## src/hdl/tec_pkg.sv

```systemverilog
// ****************************************************************
// Timer with event capture: shared constants and types
// ****************************************************************
package tec_pkg;

    // Register byte offsets
    localparam logic [7:0] OFS_CTRL     = 8'h00;
    localparam logic [7:0] OFS_CMP0     = 8'h04;
    localparam logic [7:0] OFS_CMP_STS  = 8'h08;
    localparam logic [7:0] OFS_COUNT    = 8'h0C;
    localparam logic [7:0] OFS_CAPTURE  = 8'h10;
    localparam logic [7:0] OFS_EXT_CTRL = 8'h14;
    localparam logic [7:0] OFS_CAP_STS  = 8'h18;
    localparam logic [7:0] OFS_CMP1     = 8'h1C;
    localparam logic [7:0] OFS_CMP2     = 8'h20;

    // Control register field positions and reset value
    localparam int unsigned CTL_EN_BIT   = 30;
    localparam int unsigned CTL_IEN_BIT  = 29;
    localparam int unsigned CTL_MODE_LSB = 27;
    localparam int unsigned CTL_RST_BIT  = 26;
    localparam int unsigned CTL_EVT_BIT  = 24;
    localparam int unsigned CTL_SRC_LSB  = 8;
    localparam int unsigned CTL_PSC_LSB  = 0;
    localparam logic [31:0] CTL_RESET    = 32'h0000_0005;

    // Status register bit positions (both status registers)
    localparam int unsigned STS_IRQ_BIT  = 0;
    localparam int unsigned STS_FLAG_BIT = 1;

    // Counting modes
    localparam logic [1:0] MODE_ONESHOT  = 2'h0;
    localparam logic [1:0] MODE_PERIODIC = 2'h1;
    localparam logic [1:0] MODE_TOGGLE   = 2'h2;
    localparam logic [1:0] MODE_CONT     = 2'h3;

    // Edge selections
    localparam logic [1:0] EDGE_FALL = 2'h0;
    localparam logic [1:0] EDGE_RISE = 2'h1;
    localparam logic [1:0] EDGE_BOTH = 2'h2;

    // Counting clock sources
    localparam logic [1:0] SRC_BUS = 2'h0;
    localparam logic [1:0] SRC_LO  = 2'h1;
    localparam logic [1:0] SRC_PIN = 2'h2;

    // Trigger-counting capture state
    typedef enum logic {trig_idle, trig_run} tec_trig_e;

    // Register bus request
    typedef struct packed {
        logic [7:0]  addr;
        logic [31:0] wdata;
        logic        wr;
        logic        rd;
    } tec_bus_s;

    // Control register contents
    typedef struct packed {
        logic       en;
        logic       ien;
        logic [1:0] mode;
        logic       evt;
        logic [1:0] src;
        logic [7:0] psc;
    } tec_ctl_s;

    // External control register contents, in bit order 8 down to 0
    typedef struct packed {
        logic       style;
        logic       evdb;
        logic       capdb;
        logic       cien;
        logic       crst;
        logic       cen;
        logic [1:0] edge_sel;
        logic       phase;
    } tec_ext_s;

endpackage : tec_pkg

```

## src/hdl/tec_timer.sv

```systemverilog
// Function
// - 32-bit up counter behind an 8-bit prescaler, readable at any time.
// - Counting clock from bus clock, low-speed clock or pin clock input.
// - Compare flag sets on every count and compare match.
// - Compare interrupt flag sets on match only when enabled; drives timer interrupt.
// - Capture flag sets on every selected capture pin edge in free capture, and only on the second edge in trigger mode.
// - Capture interrupt flag sets only when enabled; drives capture interrupt.
// - Mode field: 00 one-shot, 01 periodic, 10 toggle, 11 continuous.
// - One-shot match sets flag, clears count and count enable, stops.
// - Periodic match sets flag, clears count, keeps counting.
// - Periodic cycle repeats until software clears count enable.
// - Toggle mode counts periodically and inverts idle-high output on interrupt flag.
// - Continuous match keeps counting, wraps after all ones to zero.
// - Continuous mode accepts new compare values without stopping.
// - Continuous mode compares three slots; other modes only the first.
// - Event counting increments count on each detected pin event.
// - Event input has optional debounce and selectable counted edge.
// - Event counting works with one-shot, periodic and continuous compare.
// - Free capture copies count on selected edge: 00 fall, 01 rise, 10 both.
// - Captured value holds while capture interrupt flag stays set.
// - External reset select makes capture edge clear the count in free capture only.
// - Trigger mode: first edge clears and starts, second edge captures and flags.
// - Trigger mode when style 1, capture enabled and reset select 0.
// - Capture interrupt flag clears only on a written one.
//
// Added by the designer: the address map and the plain strobed port.
`timescale 1ns/10ps
`default_nettype none

module tec_timer (
    input  wire logic             mclk,
    input  wire logic             rstn,
    input  wire tec_pkg::tec_bus_s bus,
    output logic [31:0]           rdata,
    input  wire logic             clk_lo_in,
    input  wire logic             pin_clock_input,
    input  wire logic             event_pin,
    input  wire logic             capture_pin,
    output logic                  toggle_out_pin,
    output logic                  timer_irq,
    output logic                  capture_irq
);
    import tec_pkg::*;

    // ****************************************************************
    // Helper functions
    // ****************************************************************

    // Debounce: with filter on, level changes only after three equal samples
    function automatic logic filt(input logic [2:0] hist, input logic db, input logic keep);
        logic res;
        res = hist[0];
        if (db) begin
            res = (&hist) ? 1'b1 : ((|hist) ? keep : 1'b0);
        end
        return res;
    endfunction : filt

    // Edge match against an edge selection
    function automatic logic edge_hit(input logic prv, input logic cur, input logic [1:0] sel);
        logic res;
        res = 1'b0;
        if (sel == EDGE_FALL) begin
            res = prv & ~cur;
        end else if (sel == EDGE_RISE) begin
            res = ~prv & cur;
        end else if (sel == EDGE_BOTH) begin
            res = prv ^ cur;
        end
        return res;
    endfunction : edge_hit

    // ****************************************************************
    // Reset release
    // ****************************************************************
    logic rst_meta_q;
    logic rst_n_q;

    // Two-stage release of the asynchronous reset
    always_ff @(posedge mclk or negedge rstn) begin
        if (!rstn) begin
            rst_meta_q <= 1'b0;
            rst_n_q    <= 1'b0;
        end else begin
            rst_meta_q <= 1'b1;
            rst_n_q    <= rst_meta_q;
        end
    end

    // ****************************************************************
    // State
    // ****************************************************************
    tec_ctl_s    ctl_q,  ctl_d;
    tec_ext_s    ext_q;
    logic [31:0] cmp_q [0:2];
    logic [31:0] cnt_q,  cnt_d;
    logic [7:0]  psc_q,  psc_d;
    logic [31:0] cap_q;
    logic        kflag_q, kirq_q;
    logic        cflag_q, cirq_q;
    logic        tog_q;
    tec_trig_e   trig_q, trig_d;
    logic        lo_prev_q, pin_prev_q;
    logic [2:0]  evt_hist_q, cap_hist_q;
    logic        evt_lvl_q, evt_prev_q;
    logic        cap_lvl_q, cap_prev_q;
    logic [31:0] rdata_q;

    // ****************************************************************
    // Register decode
    // ****************************************************************
    wire wr_ctl  = bus.wr && (bus.addr == OFS_CTRL);
    wire wr_ext  = bus.wr && (bus.addr == OFS_EXT_CTRL);
    wire wr_ksts = bus.wr && (bus.addr == OFS_CMP_STS);
    wire wr_csts = bus.wr && (bus.addr == OFS_CAP_STS);
    wire wr_cmp0 = bus.wr && (bus.addr == OFS_CMP0);
    wire wr_cmp1 = bus.wr && (bus.addr == OFS_CMP1);
    wire wr_cmp2 = bus.wr && (bus.addr == OFS_CMP2);
    wire clr_cnt = wr_ctl && bus.wdata[CTL_RST_BIT];
    wire clr_kirq  = wr_ksts && bus.wdata[STS_IRQ_BIT];
    wire clr_kflag = wr_ksts && bus.wdata[STS_FLAG_BIT];
    wire clr_cirq  = wr_csts && bus.wdata[STS_IRQ_BIT];
    wire clr_cflag = wr_csts && bus.wdata[STS_FLAG_BIT];

    // ****************************************************************
    // Clock source and prescaler
    // ****************************************************************
    wire lo_rise  = clk_lo_in & ~lo_prev_q;
    wire pin_rise = pin_clock_input & ~pin_prev_q;
    wire src_tick = (ctl_q.src == SRC_BUS) ? 1'b1 :
                    (ctl_q.src == SRC_LO)  ? lo_rise :
                    (ctl_q.src == SRC_PIN) ? pin_rise : 1'b0;
    wire psc_wrap = src_tick && (psc_q == ctl_q.psc);

    // ****************************************************************
    // Input filters and edge detection
    // ****************************************************************
    wire evt_lvl_d = filt(evt_hist_q, ext_q.evdb, evt_lvl_q);
    wire cap_lvl_d = filt(cap_hist_q, ext_q.capdb, cap_lvl_q);
    wire evt_edge  = edge_hit(evt_prev_q, evt_lvl_q,
                              ext_q.phase ? EDGE_RISE : EDGE_FALL);
    wire cap_evt   = ext_q.cen && edge_hit(cap_prev_q, cap_lvl_q, ext_q.edge_sel);

    // ****************************************************************
    // Capture mode decode
    // ****************************************************************
    wire free_mode  = ~ext_q.style;
    wire trig_mode  = ext_q.style && ext_q.cen && !ext_q.crst;
    wire ext_reset  = cap_evt && free_mode && ext_q.crst;
    wire trig_start = cap_evt && trig_mode && (trig_q == trig_idle);
    wire trig_stop  = cap_evt && trig_mode && (trig_q == trig_run);
    wire cap_set    = cap_evt && (free_mode || trig_stop);
    wire cnt_force  = clr_cnt || trig_start || ext_reset;

    // ****************************************************************
    // Counting and compare
    // ****************************************************************
    wire run   = ctl_q.en && (!trig_mode || (trig_q == trig_run));
    wire step  = run && (ctl_q.evt ? evt_edge : psc_wrap);
    wire hit0  = (cnt_q == cmp_q[0]);
    wire hit12 = (cnt_q == cmp_q[1]) || (cnt_q == cmp_q[2]);
    wire cont  = (ctl_q.mode == MODE_CONT);
    wire match = step && (hit0 || (cont && hit12));
    wire restart = match && !cont;
    wire oneshot_stop = match && (ctl_q.mode == MODE_ONESHOT);
    wire kirq_set = match && ctl_q.ien;

    // Counter next value: forced clears win, then restart, then step
    always_comb begin
        cnt_d = cnt_q;
        if (cnt_force || restart) begin
            cnt_d = 32'h0000_0000;
        end else if (step) begin
            cnt_d = cnt_q + 32'h0000_0001;
        end
    end

    // Prescaler next value
    always_comb begin
        psc_d = psc_q;
        if (clr_cnt || trig_start) begin
            psc_d = 8'h00;
        end else if (run && src_tick) begin
            psc_d = psc_wrap ? 8'h00 : psc_q + 8'h01;
        end
    end

    // Control next value; hardware stop and counter reset win over the write
    always_comb begin
        ctl_d = ctl_q;
        if (wr_ctl) begin
            ctl_d.en   = bus.wdata[CTL_EN_BIT];
            ctl_d.ien  = bus.wdata[CTL_IEN_BIT];
            ctl_d.mode = bus.wdata[CTL_MODE_LSB +: 2];
            ctl_d.evt  = bus.wdata[CTL_EVT_BIT];
            ctl_d.src  = bus.wdata[CTL_SRC_LSB +: 2];
            ctl_d.psc  = bus.wdata[CTL_PSC_LSB +: 8];
        end
        if (oneshot_stop || clr_cnt) begin
            ctl_d.en = 1'b0;
        end
    end

    // Trigger-counting state
    always_comb begin
        trig_d = trig_q;
        unique case (trig_q)
            trig_idle: if (trig_start) trig_d = trig_run;
            trig_run:  if (trig_stop || !trig_mode) trig_d = trig_idle;
        endcase
    end

    // ****************************************************************
    // Read mux
    // ****************************************************************
    wire [31:0] ctl_rd = {1'b0, ctl_q.en, ctl_q.ien, ctl_q.mode, 2'h0, ctl_q.evt,
                          14'h0000, ctl_q.src, ctl_q.psc};
    wire [31:0] rd_mux =
        (bus.addr == OFS_CTRL)     ? ctl_rd :
        (bus.addr == OFS_CMP0)     ? cmp_q[0] :
        (bus.addr == OFS_CMP_STS)  ? {30'h0000_0000, kflag_q, kirq_q} :
        (bus.addr == OFS_COUNT)    ? cnt_q :
        (bus.addr == OFS_CAPTURE)  ? cap_q :
        (bus.addr == OFS_EXT_CTRL) ? {23'h00_0000, ext_q} :
        (bus.addr == OFS_CAP_STS)  ? {30'h0000_0000, cflag_q, cirq_q} :
        (bus.addr == OFS_CMP1)     ? cmp_q[1] :
        (bus.addr == OFS_CMP2)     ? cmp_q[2] : 32'h0000_0000;

    // ****************************************************************
    // Registers
    // ****************************************************************

    // Software-visible configuration
    always_ff @(posedge mclk or negedge rst_n_q) begin
        if (!rst_n_q) begin
            ctl_q    <= tec_ctl_s'({CTL_RESET[30:27], CTL_RESET[24], CTL_RESET[9:0]});
            ext_q    <= '0;
            cmp_q[0] <= 32'h0000_0000;
            cmp_q[1] <= 32'h0000_0000;
            cmp_q[2] <= 32'h0000_0000;
        end else begin
            ctl_q <= ctl_d;
            if (wr_ext) ext_q <= tec_ext_s'(bus.wdata[8:0]);
            if (wr_cmp0) cmp_q[0] <= bus.wdata;
            if (wr_cmp1) cmp_q[1] <= bus.wdata;
            if (wr_cmp2) cmp_q[2] <= bus.wdata;
        end
    end

    // Counter, prescaler and trigger state
    always_ff @(posedge mclk or negedge rst_n_q) begin
        if (!rst_n_q) begin
            cnt_q  <= 32'h0000_0000;
            psc_q  <= 8'h00;
            trig_q <= trig_idle;
        end else begin
            cnt_q  <= cnt_d;
            psc_q  <= psc_d;
            trig_q <= trig_d;
        end
    end

    // Compare flags and toggle output; set wins over clear
    always_ff @(posedge mclk or negedge rst_n_q) begin
        if (!rst_n_q) begin
            kflag_q <= 1'b0;
            kirq_q  <= 1'b0;
            tog_q   <= 1'b1;
        end else begin
            kflag_q <= match | (kflag_q & ~clr_kflag);
            kirq_q  <= kirq_set | (kirq_q & ~clr_kirq);
            if (kirq_set && ctl_q.mode == MODE_TOGGLE) tog_q <= ~tog_q;
        end
    end

    // Capture flags and captured value
    always_ff @(posedge mclk or negedge rst_n_q) begin
        if (!rst_n_q) begin
            cflag_q <= 1'b0;
            cirq_q  <= 1'b0;
            cap_q   <= 32'h0000_0000;
        end else begin
            cflag_q <= cap_set | (cflag_q & ~clr_cflag);
            cirq_q  <= (cap_set & ext_q.cien) | (cirq_q & ~clr_cirq);
            if (cap_set && !cirq_q) cap_q <= cnt_q;
        end
    end

    // Input sampling and filtering
    always_ff @(posedge mclk or negedge rst_n_q) begin
        if (!rst_n_q) begin
            lo_prev_q  <= 1'b0;
            pin_prev_q <= 1'b0;
            evt_hist_q <= 3'h0;
            cap_hist_q <= 3'h0;
            evt_lvl_q  <= 1'b0;
            evt_prev_q <= 1'b0;
            cap_lvl_q  <= 1'b0;
            cap_prev_q <= 1'b0;
        end else begin
            lo_prev_q  <= clk_lo_in;
            pin_prev_q <= pin_clock_input;
            evt_hist_q <= {evt_hist_q[1:0], event_pin};
            cap_hist_q <= {cap_hist_q[1:0], capture_pin};
            evt_lvl_q  <= evt_lvl_d;
            evt_prev_q <= evt_lvl_q;
            cap_lvl_q  <= cap_lvl_d;
            cap_prev_q <= cap_lvl_q;
        end
    end

    // Read data stands only in the cycle after the read strobe
    always_ff @(posedge mclk or negedge rst_n_q) begin
        if (!rst_n_q) begin
            rdata_q <= 32'h0000_0000;
        end else begin
            rdata_q <= bus.rd ? rd_mux : 32'h0000_0000;
        end
    end

    // Outputs
    assign rdata          = rdata_q;
    assign toggle_out_pin = tog_q;
    assign timer_irq      = kirq_q;
    assign capture_irq    = cirq_q;

    // ****************************************************************
    // Checks
    // ****************************************************************
    chk_count_read: assert property (@(posedge mclk) disable iff (!rst_n_q)
        bus.rd && bus.addr == OFS_COUNT |=> rdata == $past(cnt_q))
        else $error("count read returned wrong value");

    chk_flag_on_match: assert property (@(posedge mclk) disable iff (!rst_n_q)
        match |=> kflag_q)
        else $error("compare flag missed a match");

    chk_irq_gated: assert property (@(posedge mclk) disable iff (!rst_n_q)
        !kirq_q && !(match && ctl_q.ien) |=> !kirq_q && !timer_irq)
        else $error("compare interrupt set without enable");

    chk_oneshot_stop: assert property (@(posedge mclk) disable iff (!rst_n_q)
        oneshot_stop && !wr_ctl |=> cnt_q == 32'h0000_0000 && !ctl_q.en ##1 !ctl_q.en)
        else $error("one-shot did not stop");

    chk_periodic_go: assert property (@(posedge mclk) disable iff (!rst_n_q)
        match && ctl_q.mode == MODE_PERIODIC && !wr_ctl |=> cnt_q == 32'h0000_0000 && ctl_q.en)
        else $error("periodic restart wrong");

    chk_toggle_flip: assert property (@(posedge mclk) disable iff (!rst_n_q)
        kirq_set && ctl_q.mode == MODE_TOGGLE |=> toggle_out_pin != $past(toggle_out_pin))
        else $error("toggle output did not invert");

    chk_cont_keeps: assert property (@(posedge mclk) disable iff (!rst_n_q)
        match && cont && !cnt_force |=> cnt_q == $past(cnt_q) + 32'h0000_0001)
        else $error("continuous match disturbed count");

    chk_cap_flag: assert property (@(posedge mclk) disable iff (!rst_n_q)
        cap_set |=> cflag_q)
        else $error("capture flag missed");

    chk_cap_hold: assert property (@(posedge mclk) disable iff (!rst_n_q)
        cirq_q |=> $stable(cap_q))
        else $error("captured value changed while flag set");

    chk_ext_clear: assert property (@(posedge mclk) disable iff (!rst_n_q)
        ext_reset |=> cnt_q == 32'h0000_0000)
        else $error("external reset did not clear count");

    chk_cirq_sticky: assert property (@(posedge mclk) disable iff (!rst_n_q)
        cirq_q && !clr_cirq |=> cirq_q)
        else $error("capture interrupt flag lost");

endmodule : tec_timer

`default_nettype wire

```

## config.mk

```make
export PLATFORM = sky130hd
export DESIGN_NAME = tec_timer
export DESIGN_NICKNAME = d
export VERILOG_FILES = /design/src/hdl/tec_pkg.sv /design/src/hdl/tec_timer.sv
export SDC_FILE = /design/constraint.sdc
export NUM_CORES = 1
export LEC_CHECK = 0
export ABC_CLOCK_PERIOD_IN_PS = 12000
export CAP_MARGIN = 20
export CORE_UTILIZATION = 70
export CTS_BUF_LIST = sky130_fd_sc_hd__clkbuf_4 sky130_fd_sc_hd__clkbuf_8
export CTS_CLUSTER_DIAMETER = 30
export DETAILED_ROUTE_END_ITERATION = 8
export DONT_BUFFER_PORTS = 1
export GPL_ROUTABILITY_DRIVEN = 0
export PLACE_DENSITY_LB_ADDON = 0.08
export SLEW_MARGIN = 10
export SYNTH_ARGS = -nofsm -noshare
export SYNTH_HDL_FRONTEND = slang
export SYNTH_SLANG_ARGS = --single-unit
```

## constraint.sdc

```tcl
create_clock -name mclk -period 12 [get_ports mclk]
set_input_delay 0 -clock mclk [delete_from_list [all_inputs] [get_ports mclk]]
set_output_delay 0 -clock mclk [all_outputs]
set_load 0.02 [all_outputs]
```

======== After elaboration in Yosys (flattened, before gate mapping) ========
Cells that the tools add are included.
word-level totals
  register bits ........................... 244
  input port bits ......................... 48
  output and inout port bits .............. 35
  word-level logic and storage cells ...... 185
cells by class
  $add $sub $neg .......................... 2
  equal/unequal tests ..................... 22
  multiplexer cells ....................... 37
  bitwise operators ....................... 30
  reductions and logical operators ........ 57
operators by type and width
  operator                                             count
  two-way mux 32 bit                                   12
  equality test 32 bit                                 3
  adder 32 x 1 -> 32 bit, second input constant        1
  equality test 8 x 5 -> 1 bit, second input constant  4
  logical AND 1 bit                                    32
  two-way mux 8 bit                                    3
  two-way mux 1 bit                                    20
  equality test 8 x 4 -> 1 bit, second input constant  2
  two-way mux 15 bit                                   1
  inverter 1 bit                                       13
  bitwise AND 1 bit                                    11
  logical OR 1 bit                                     9
  adder 8 x 1 -> 8 bit, second input constant          1
  equality test 2 bit, second input constant           4
  equality test 8 x 3 -> 1 bit, second input constant  1
  equality test 8 x 6 -> 1 bit, second input constant  1
  equality test 8 bit                                  1
  logical NOT 2 bit                                    4
  logical NOT 8 bit                                    1
  inequality test 3 bit, second input constant         2
  AND reduction 3 bit                                  2
  nonzero test 2 bit                                   3
  OR reduction 3 bit                                   2
  equality test 2 x 1 -> 1 bit, second input constant  2
  other kinds (6)                                      13

======== Depth between registers and ports, before layout ========
Gate-level depths: netlist of run 1.
  word-level depth ........................ 12
  depth in mapped cells ................... 10

======== Worst setup path after synthesis of run 1 ========
No wires, ideal clock.
  kind .................................... register to register
  from .................................... register ctl_q[9] in the netlist's numbering
  to ...................................... register cnt_q[24]
  arrival time ............................ 2,211 ps
  data required time ...................... 11,928 ps
  path slack .............................. 9,717 ps
  cell stages (with the launch flop) ...... 8
  period minus slack after synthesis ...... 2,283 ps
  cell sequence ........................... dfrtp_1 -> or3b_1 -> a221o_1 -> o31a_1 -> buf_6 -> or4_4 -> xor2_1 -> nor2_1
on the way
  longest elaborated chain between the ends .. 11
ends and longest elaborated chain
  item                                                      RTL line          RTL
  from (decl)                                               tec_timer.sv:93   tec_ctl_s ctl_q, ctl_d;
  from (signal assigned)                                    tec_timer.sv:236  ctl_q <= tec_ctl_s'({CTL_RESET[30:27], CTL_RESET[24], CTL_RESET[9:0]});
  from (signal assigned)                                    tec_timer.sv:242  ctl_q <= ctl_d;
  equality test 2 bit                                       tec_timer.sv:132  (ctl_q.src == SRC_PIN) ? pin_rise : 1'b0;
  two-way mux 1 bit                                         tec_timer.sv:132
  two-way mux 1 bit                                         tec_timer.sv:131  (ctl_q.src == SRC_LO) ? lo_rise :
  two-way mux 1 bit (*)                                     tec_timer.sv:130  wire src_tick = (ctl_q.src == SRC_BUS) ? 1'b1 :
  logical AND 1 bit (*)                                     tec_timer.sv:133  wire psc_wrap = src_tick && (psc_q == ctl_q.psc);
  two-way mux 1 bit (*)                                     tec_timer.sv:159  wire step = run && (ctl_q.evt ? evt_edge : psc_wrap);
  logical AND 1 bit (*)                                     tec_timer.sv:159
  logical AND 1 bit                                         tec_timer.sv:163  wire match = step && (hit0 || (cont && hit12));
  logical AND 1 bit                                         tec_timer.sv:164  wire restart = match && !cont;
  logical OR 1 bit                                          tec_timer.sv:171  if (cnt_force || restart) begin
  two-way mux 32 bit or nonzero test 2 bit (tied branches)  -
  to (signal assigned)                                      tec_timer.sv:257  cnt_q <= cnt_d;
  to (decl)                                                 tec_timer.sv:96   logic [31:0] cnt_q, cnt_d;
Mark *: on every way between the ends. The rest lies on a longest branch, timed or not.
A chain may end at the register's enable or synchronous reset.

======== Final worst setup path of run 1 ========
  from .................................... register ctl_q[9] in the netlist's numbering
  to ...................................... register cnt_q[28]
The elaborated chain is that of the path after synthesis.

==> metrics.csv, run 1 <==
metric,value,unit
outcome,"finished, violations left",
violations,hold timing,
stdcell_area,13700,sq um
synthMostInstantiatedCell,dfrtp_1,
drive_above_1_share,23.1,%
syn_inst,1075,
setup-tns-final,0,ns
track_usage,39.6,%
drtIter0Drc,960,
start_util,72.2,%
period_needed,3.05,ns
clock_sinks,244,
crit_path_end_kind,flop,
drtPass1Iterations,7,
synth_edf_count,0,
gr-total-overflow,0,
maxCapViolations,0,
criticalPathCategory,flop to flop,
crit_required,12.40,ns
fp-row-count,47,
vdd_drop_max,0.182,mV
die_h,133,um
fmax,0.328,GHz
hold_path.class,input pin to flop,
finalNetCount,1153,
numCtsBuffers,46,
slew_violations,0,
yosysSeqAreaShare,50.7,%
async_flop_share,100,%
leakage,0.00684,uW
hold_viol_final,1,
grt_max_degree,186,
synth_common_cells,"dfrtp_1 (241), mux2_2 (148), xor2_1 (101), nand2_1 (65), clkbuf_1 (59)",
cts_tree,yes,
p_per_area,145,nW/um^2
synth_seq_cells,244,
cts_max_level,2,
grt_antenna_before_repair,0,
synth_top_flop_cell,dfrtp_1,
postRouteAntennaNets,0,
wirelength,34000,um
synth.top_cell.area_share,50.0,%
wl_per_cell,25.1,um
die_x,133,um
cts_setup_buffers,0,
postCtsResizedCells,0,
holdWs,-0.00456,ns
cts_buffer_depth,3,
min_period_over_period,25.4,%
io_buffers,0,
worstPathArrival,3.45,ns
synth_fp_nets,1127,
slew-limit-headroom,26.1,%
synthTopCellsByArea,"dfrtp_1 (50%), mux2_2 (14%), xor2_1 (7.3%)",
vias,9292,
rsz0062_at_grt,false,
clk_latency,0.56,ns
crit_path_max_fanout,32,
yosysTopAreaCell,dfrtp_1,
fin_worst_skew,0.0275,ns
path_clk_slew,0.06,ns
setup_viol,0,
cp-start-kind,flop,
dp_hpwl,21700,um
vias_per_cell,6.85,
placed_cell_area,12100,sq um
tightest_slew,1.11,ns
n_antenna_cell,0,
coreArea,16700,sq um
ys.warnings.count,0,
syn_avg_cell_area,11.2,sq um
rrSetupSlack,8.95,ns
syn_area,12100,sq um
syn_to_final_growth,13.6,%
ys_types,65,
dieArea,17800,sq um
io_pins,83,
grt_pass1_wl,53000,um
grt_pass1_vias,9295,
clockRootBuffer,clkbuf_8,
drc,0,
## logic make-up after synthesis
kind of cell               share of synthesized area [%]
xor gates and xnor gates                            9.01
muxes                                               14.0
AOI/OAI and AO/OA                                   10.8
other                                             0.0311
adders and majority gates                          0.415
DFF                                                 50.7
buffers and inverters                               3.34
and+or+nand+nor                                     11.8
## timing repair
item / in CTS / in global routing
endpoints found under the hold margin: 160 / 0
hold buffers: 50 / 0
endpoints found under the setup margin: 0 / 0
## sequential cells by signal, summed over array words and instances (netlist names), 3 cells and up
| signal | cells |
|---|---|
| cmp_q | 96 |
| ctl_q | 15 |
| cnt_q | 32 |
| cap_q | 32 |
| evt_hist_q | 3 |
| psc_q | 8 |
| cap_hist_q | 3 |
| ext_q | 9 |
| rdata | 32 |
## layout make-up
cell class / count / area [sq um]
clock inverter: 16 / 224
clock buffer: 67 / 866
sequential: 244 / 6110
multi-input combinational: 733 / 5560
tap: 220 / 275
fill: 1006 / 3010
inverter: 13 / 48.8
timing repair buffer: 63 / 611
## metrics by stage
| stage | instances | total power (uW) | util, % | setup slack [ns] |
|---|---|---|---|---|
| after floorplan | 1075 | 1000 | - | 4.70 |
| after global placement | 1223 | 1040 | 72.5 | 9.15 |
| after detailed placement | 1223 | 1050 | 72.5 | 9.05 |
| after CTS | 1356 | 1990 | 82.0 | 9.03 |
| after global routing | 1356 | 2050 | 82.0 | 8.86 |
| final | 1356 | 1990 | 82.0 | 8.95 |
## worst max-delay path: stages, from the launching register on
cell and delay [ns]:
dfrtp_1 0.40, or3b_1 0.37, a221o_1 0.39, o31a_1 0.55, nor4_4 0.43, a211o_2 0.60, a21oi_1 0.14
## placed cells by master, fill, tap and decap left out, types with 9 or more instances in the layout
cell	instances
and3_1	9
a222oi_1	25
o21ai_0	44
xor2_1	101
nand3_1	15
clkbuf_8	58
mux2_2	148
dlygate4sd3_1	50
a22o_1	18
buf_4	12
nor2_1	50
nor3_1	20
dfrtp_1	240
inv_1	13
xnor2_1	23
a21oi_1	50
nand2_1	65
nor4_1	28
clkbuf_4	9
o31ai_1	11
nand4_1	20
## per-layer routing
metal | global-route usage, % | share of wire [%] | vias up
met5 | 0 | 0 | -
met4 | 21.2 | 5.0 | 0
met3 | 9.25 | 10 | 131
met2 | 60.4 | 46 | 571
met1 | 53.1 | 39 | 4612
li1 | - | - | 3978
## path summary, 6_finish.rpt
path / from / to / cells past startpoint
max in group asynchronous: rst_n_q / cmp_q[84] / 1
worst min register to register: rst_meta_q / rst_n_q / 0
worst max-delay path: ctl_q[9] / cnt_q[28] / 6
worst min-delay path: bus[1] / ext_q[5] / 2
worst max register to register: ctl_q[9] / cnt_q[28] / 6
min in group asynchronous: rstn / rst_n_q / 2
## power breakdown
group          internal [uW]  switching (uW)
Clock                    574             360
Sequential               851            39.7
Combinational           65.9             101
Total                   1490             501
No activity file was read; power rests on OpenSTA's default activity.
==> run 2, diff against run 1 <==
- ABC_CLOCK_PERIOD_IN_PS: 12000 -> 3100
- CORE_UTILIZATION: 70 -> 66
- clock period: 12 -> 3.1 ns (I/O delays scaled with it)
==> metrics.csv, run 2 (synthesis results as in run 1) <==
metric,value,unit,change
criticalPathCategory,flop to flop,,
gr-total-overflow,0,,unchanged
fmax,0.362,GHz,+10%
hold_viol_final,0,,-1
cts_setup_buffers,0,,unchanged
cts_buffer_depth,3,,unchanged
drtIter0Drc,976,,+1.7%
dp_hpwl,22100,um,+1.8%
postCtsResizedCells,0,,unchanged
cpLargestDelayFamily,simple AND/OR/NAND/NOR gates,,
power_frac_seq,44.2,%,-0.5 points
drc,0,,unchanged
coreArea,18000,sq um,+7.6%
fp-row-count,49,,+4.3%
cp_slowest_cell,or4_1,,
vdd_drop_max,0.456,mV,+150%
die_h,137,um,+2.9%
worstPathCellList,or3b_1 -> a221o_1 -> o31ai_2 -> nand2_1 -> or4_1 -> a21oi_1,,
largest_reg_flops,96,,unchanged
rrSetupSlack,0.34,ns,-8.61 ns
tightest_slew,0.977,ns,-0.132 ns
vias_per_cell,6.65,,-2.9%
syn_to_final_growth,15.2,%,
slew-limit-headroom,34.7,%,+8.6 points
p_per_area,558,nW/um^2,+280%
fin_worst_skew,0.0407,ns,+0.0132 ns
setup_viol,0,,unchanged
fillCellCount,1190,,+18%
cts_tree,yes,,
path_buf_inv,0,,unchanged
period_needed,2.76,ns,-0.289 ns
grt_antenna_before_repair,1,,+1
final_cell_mix,"dfrtp_1 (240), mux2_2 (148), xor2_1 (101)",,
slew_violations,0,,unchanged
clockRootBuffer,clkbuf_8,,
grt_pass1_wl,52000,um,-2.0%
drtPass1Iterations,7,,unchanged
start_util,67.1,%,-5.1 points
cts_hold_buffers,50,,unchanged
clock_sinks,244,,unchanged
grt_pass1_vias,9161,,-1.4%
outcome,completed,,
drive_above_1_share,24.3,%,+1.2 points
vias,9199,,-1.0%
min_period_over_period,89.1,%,+64 points
holdWs,0.0237,ns,+0.0282 ns
grt_max_degree,94,,-49%
postRouteAntennaNets,0,,unchanged
maxCapViolations,0,,unchanged
pwr-share-comb,9.0,%,+0.6 points
numCtsBuffers,47,,+2.2%
io_buffers,0,,unchanged
crit_path_max_fanout,17,,-47%
n_antenna_cell,0,,unchanged
switching_power,1940,uW,+290%
top_register,cmp_q,,
die_x,137,um,+2.9%
hold_path.class,input pin to flop,,
pwr-share-clk,46.7,%,-0.2 points
setup-tns-final,0,ns,unchanged
rsz0062_at_grt,false,,
track_usage,37.5,%,-2.1 points
dieArea,18800,sq um,+6.0%
layout_commonest_cell,dfrtp_1,,
cts_max_level,2,,unchanged
io_pins,83,,unchanged
wirelength,33900,um,-0.24%
p_sw_share,25.0,%,-0.12 points
leakage,0.00695,uW,+1.6%
worstPathArrival,3.26,ns,-0.19 ns
crit_path_end_kind,flop,,
path_clk_slew,0.06,ns,about the same
critPathMaxStageDelay,0.61,ns,about the same
finalNetCount,1172,,+1.6%
p_int,5810,uW,+290%
wl_per_cell,24.5,um,-2.2%
clk_latency,0.58,ns,+0.02 ns
crit_required,3.60,ns,-8.80 ns
cp-start-kind,flop,,
## run 2: cell type report
class	instances	area (sq um)	share of cell area [%]
Tap cell	229	287	2.06
Clock inverter	12	168	1.21
Timing Repair Buffer	81	783	5.64
Sequential cell	244	6110	44.0
Multi-Input combinational cell	733	5560	40.0
Inverter	13	48.8	0.351
Clock buffer	71	927	6.68
## run 2: worst reg2reg max path, cell delays in order, from the launching register on
cell     delay [ns]
dfrtp_1        0.41
or3b_1         0.40
a221o_1        0.40
o31ai_2        0.32
nand2_1        0.41
or4_1          0.62
a21oi_1        0.15
## run 2: final timing paths
path	startpoint	to	depth (start not counted)
hold reg to reg	rst_n_q	cmp_q[44]	0
setup reg to reg	ctl_q[9]	cnt_q[29]	6
min in group asynchronous	rstn	rst_meta_q	2
hold / removal	clk_lo_in	lo_prev_q	1
setup / recovery	ctl_q[9]	cnt_q[29]	6
max in group asynchronous	rst_n_q	cnt_q[2]	1
## run 2: stage by stage
step | total power, uW | setup WS [ns] | area, sq um | std cells | util (%)
global route | 7960 | 0.195 | 13900 | 1383 | 77.3
floorplan | 3880 | 0.645 | 12100 | 1075 | -
detailed placement | 4080 | 0.361 | 12300 | 1250 | 68.4
global placement | 4070 | 0.478 | 12300 | 1250 | 68.4
finish | 7740 | 0.339 | 13900 | 1383 | 77.3
CTS | 7760 | 0.368 | 13900 | 1383 | 77.3
## run 2: power by group through the flow
stage / sequential (uW) / combinational (uW) / clock, uW
after global routing: 3440 / 744 / 3780
after detailed placement: 3480 / 602 / 0
after CTS: 3420 / 685 / 3650
final: 3430 / 698 / 3620
after floorplan: 3460 / 420 / 0
after global placement: 3470 / 593 / 0
## run 2: metal layers
| layer | up-vias | global-route usage (%) | routed length (um) |
|---|---|---|---|
| met3 | 100 | 9.52 | 3100 |
| met4 | 2 | 17.0 | 1220 |
| met5 | - | 0 | 13 |
| met2 | 510 | 58.4 | 16000 |
| li1 | 4004 | - | - |
| met1 | 4583 | 49.4 | 13600 |
==> run 3, diff against run 2 <==
--- a/config.mk
+++ b/config.mk
@@ -6,6 +6,5 @@
 export NUM_CORES = 1
 export LEC_CHECK = 0
-export ABC_CLOCK_PERIOD_IN_PS = 3100
-export CAP_MARGIN = 20
+export ABC_CLOCK_PERIOD_IN_PS = 3170
 export CORE_UTILIZATION = 66
 export CTS_BUF_LIST = sky130_fd_sc_hd__clkbuf_4 sky130_fd_sc_hd__clkbuf_8
==> constraint.sdc (replaced) <==
create_clock -name mclk -period 3.17 [get_ports mclk]
set_input_delay 0.634 -clock mclk [delete_from_list [all_inputs] [get_ports mclk]]
set_output_delay 0.634 -clock mclk [all_outputs]
set_load 0.02 [all_outputs]
==> metrics.csv, run 3 (synthesis results as in run 1) <==
metric,value,unit,change
outcome,completed,,
cts_buffer_depth,3,,unchanged
crit_required,3.65,ns,+0.05 ns
stdcell_area,13400,sq um,-3.2%
final_cell_mix,"dfrtp_1 (240), mux2_2 (148), xor2_1 (101)",,
maxCapViolations,0,,unchanged
fp-row-count,49,,unchanged
largest_reg_flops,96,,unchanged
crit_path_max_fanout,11,,-6
finalNetCount,1130,,-3.6%
drive_above_1_share,25.9,%,+1.6 points
grt_pass1_vias,8765,,-4.3%
hold_path.class,input pin to flop,,
min_path_cells,0,,-1
die_x,137,um,unchanged
slew-limit-headroom,35.0,%,+0.27 points
wirelength,32800,um,-3.4%
clock_sinks,244,,unchanged
io_buffers,0,,unchanged
rrSetupSlack,0.48,ns,+0.14 ns
vias_per_cell,6.51,,-2.1%
total_power,7510,uW,-3.0%
numCtsBuffers,47,,unchanged
cp-start-kind,flop,,
drtPass1Iterations,5,,-2
fillCellCount,1254,,+5.4%
setup-tns-final,0,ns,unchanged
worstPathArrival,3.17,ns,-0.09 ns
die_h,137,um,unchanged
ff2ff_path_depth,7,,+1
cts_max_level,2,,unchanged
path_clk_slew,0.06,ns,about the same
cts_tree,yes,,
clk_latency,0.57,ns,about the same
postCtsResizedCells,0,,unchanged
gr-total-overflow,0,,unchanged
worstSetupStartpoint,ctl_q[9],,
slew_violations,0,,unchanged
criticalPathCategory,flop to flop,,
leakage,0.00675,uW,-2.8%
grt_pass1_wl,50400,um,-2.9%
reg2reg_from,ctl_q[9],,
min_period_over_period,84.8,%,-4.3 points
drc,0,,unchanged
syn_to_final_growth,11.4,%,
vdd_drop_max,0.494,mV,+8.3%
holdPathEnd,pin_prev_q,,
coreArea,18000,sq um,unchanged
n_antenna_cell,0,,unchanged
timing.rr.end,cnt_q[14],,
fmax,0.372,GHz,+2.7%
period_needed,2.69,ns,-0.0729 ns
io_pins,83,,unchanged
crit_path_end_kind,flop,,
setup_viol,0,,unchanged
tightest_slew,0.972,ns,-0.00411 ns
hold_viol_final,0,,unchanged
placed_cell_area,12400,sq um,+0.53%
holdWs,0.0932,ns,+0.0695 ns
wl_per_cell,24.4,um,-0.42%
vias,8738,,-5.0%
min_from,pin_clock_input,,
top_register,cmp_q,,
layout_commonest_cell,dfrtp_1,,
rsz0062_at_grt,false,,
clockRootBuffer,clkbuf_8,,
grt_antenna_before_repair,0,,-1
start_util,67.1,%,unchanged
track_usage,36.6,%,-0.94 points
dieArea,18800,sq um,unchanged
dp_hpwl,22400,um,+1.3%
drtIter0Drc,884,,-9.4%
postRouteAntennaNets,0,,unchanged
grt_max_degree,89,,-5.3%
p_per_area,559,nW/um^2,+0.27%
fin_worst_skew,0.0142,ns,-0.0266 ns
-- run 3: cell types whose count changed in the layout (fill, tap and decap cells not counted), moves of 2 or more --
cell	delta
dlygate4sd3_1	-49
clkbuf_8	-12
buf_4	+6
clkbuf_4	+4
clkinvlp_4	+3
bufinv_16	+2
clkinv_2	+2
clkinv_4	+2
-- run 3: critical path: stages (launching register included) --
cell and delay (ns):
dfrtp_1 0.42, or3b_1 0.38, a221o_1 0.41, o31a_1 0.46
buf_4 0.27, nor4_2 0.36, nand4_1 0.14, a21oi_1 0.17
-- run 3: timing repair --
action | in CTS | in global routing
setup endpoints to repair | 0 | 0
hold endpoints to repair | 2 | 0
hold buffers | 1 | 0
setup buffers | 0 | 0
-- run 3: worst max path at each step --
stage / endpoint / cells past startpoint
after floorplan: cnt_q[24] / 7
after global placement: cnt_q[14] / 7
after detailed placement: cnt_q[14] / 7
after CTS: cnt_q[14] / 7
after global routing: cnt_q[14] / 7
final: cnt_q[14] / 7
-- run 3: area by class of cell --
type	count	area, sq um	share of cell area (%)
Multi-Input combinational cell	733	5560	41.4
Clock buffer	63	792	5.89
Sequential cell	244	6110	45.5
Inverter	13	48.8	0.363
Timing Repair Buffer	39	358	2.66
Tap cell	229	287	2.13
Clock inverter	21	278	2.07
-- run 3: through the flow --
stage          utilization (%)  instances  setup slack, ns
2_1_floorplan                -       1075            0.648
3_3_place_gp              68.8       1257            0.397
3_5_place_dp              68.8       1257            0.344
4_1_cts                   74.8       1342            0.534
5_1_grt                   74.8       1342            0.352
6_report                  74.8       1342            0.482
-- run 3: report_power, final --
group / switching [uW] / internal, uW
combinational: 376 / 247
sequential: 134 / 3220
clock: 1410 / 2130
total: 1920 / 5600
-- run 3: layer usage --
layer,track usage (%),wire length (um),vias to the layer above
met5,0,0,-
met4,16.2,1190,0
met2,57.0,15500,388
li1,-,-,3912
met3,8.81,2690,76
met1,48.6,13400,4362
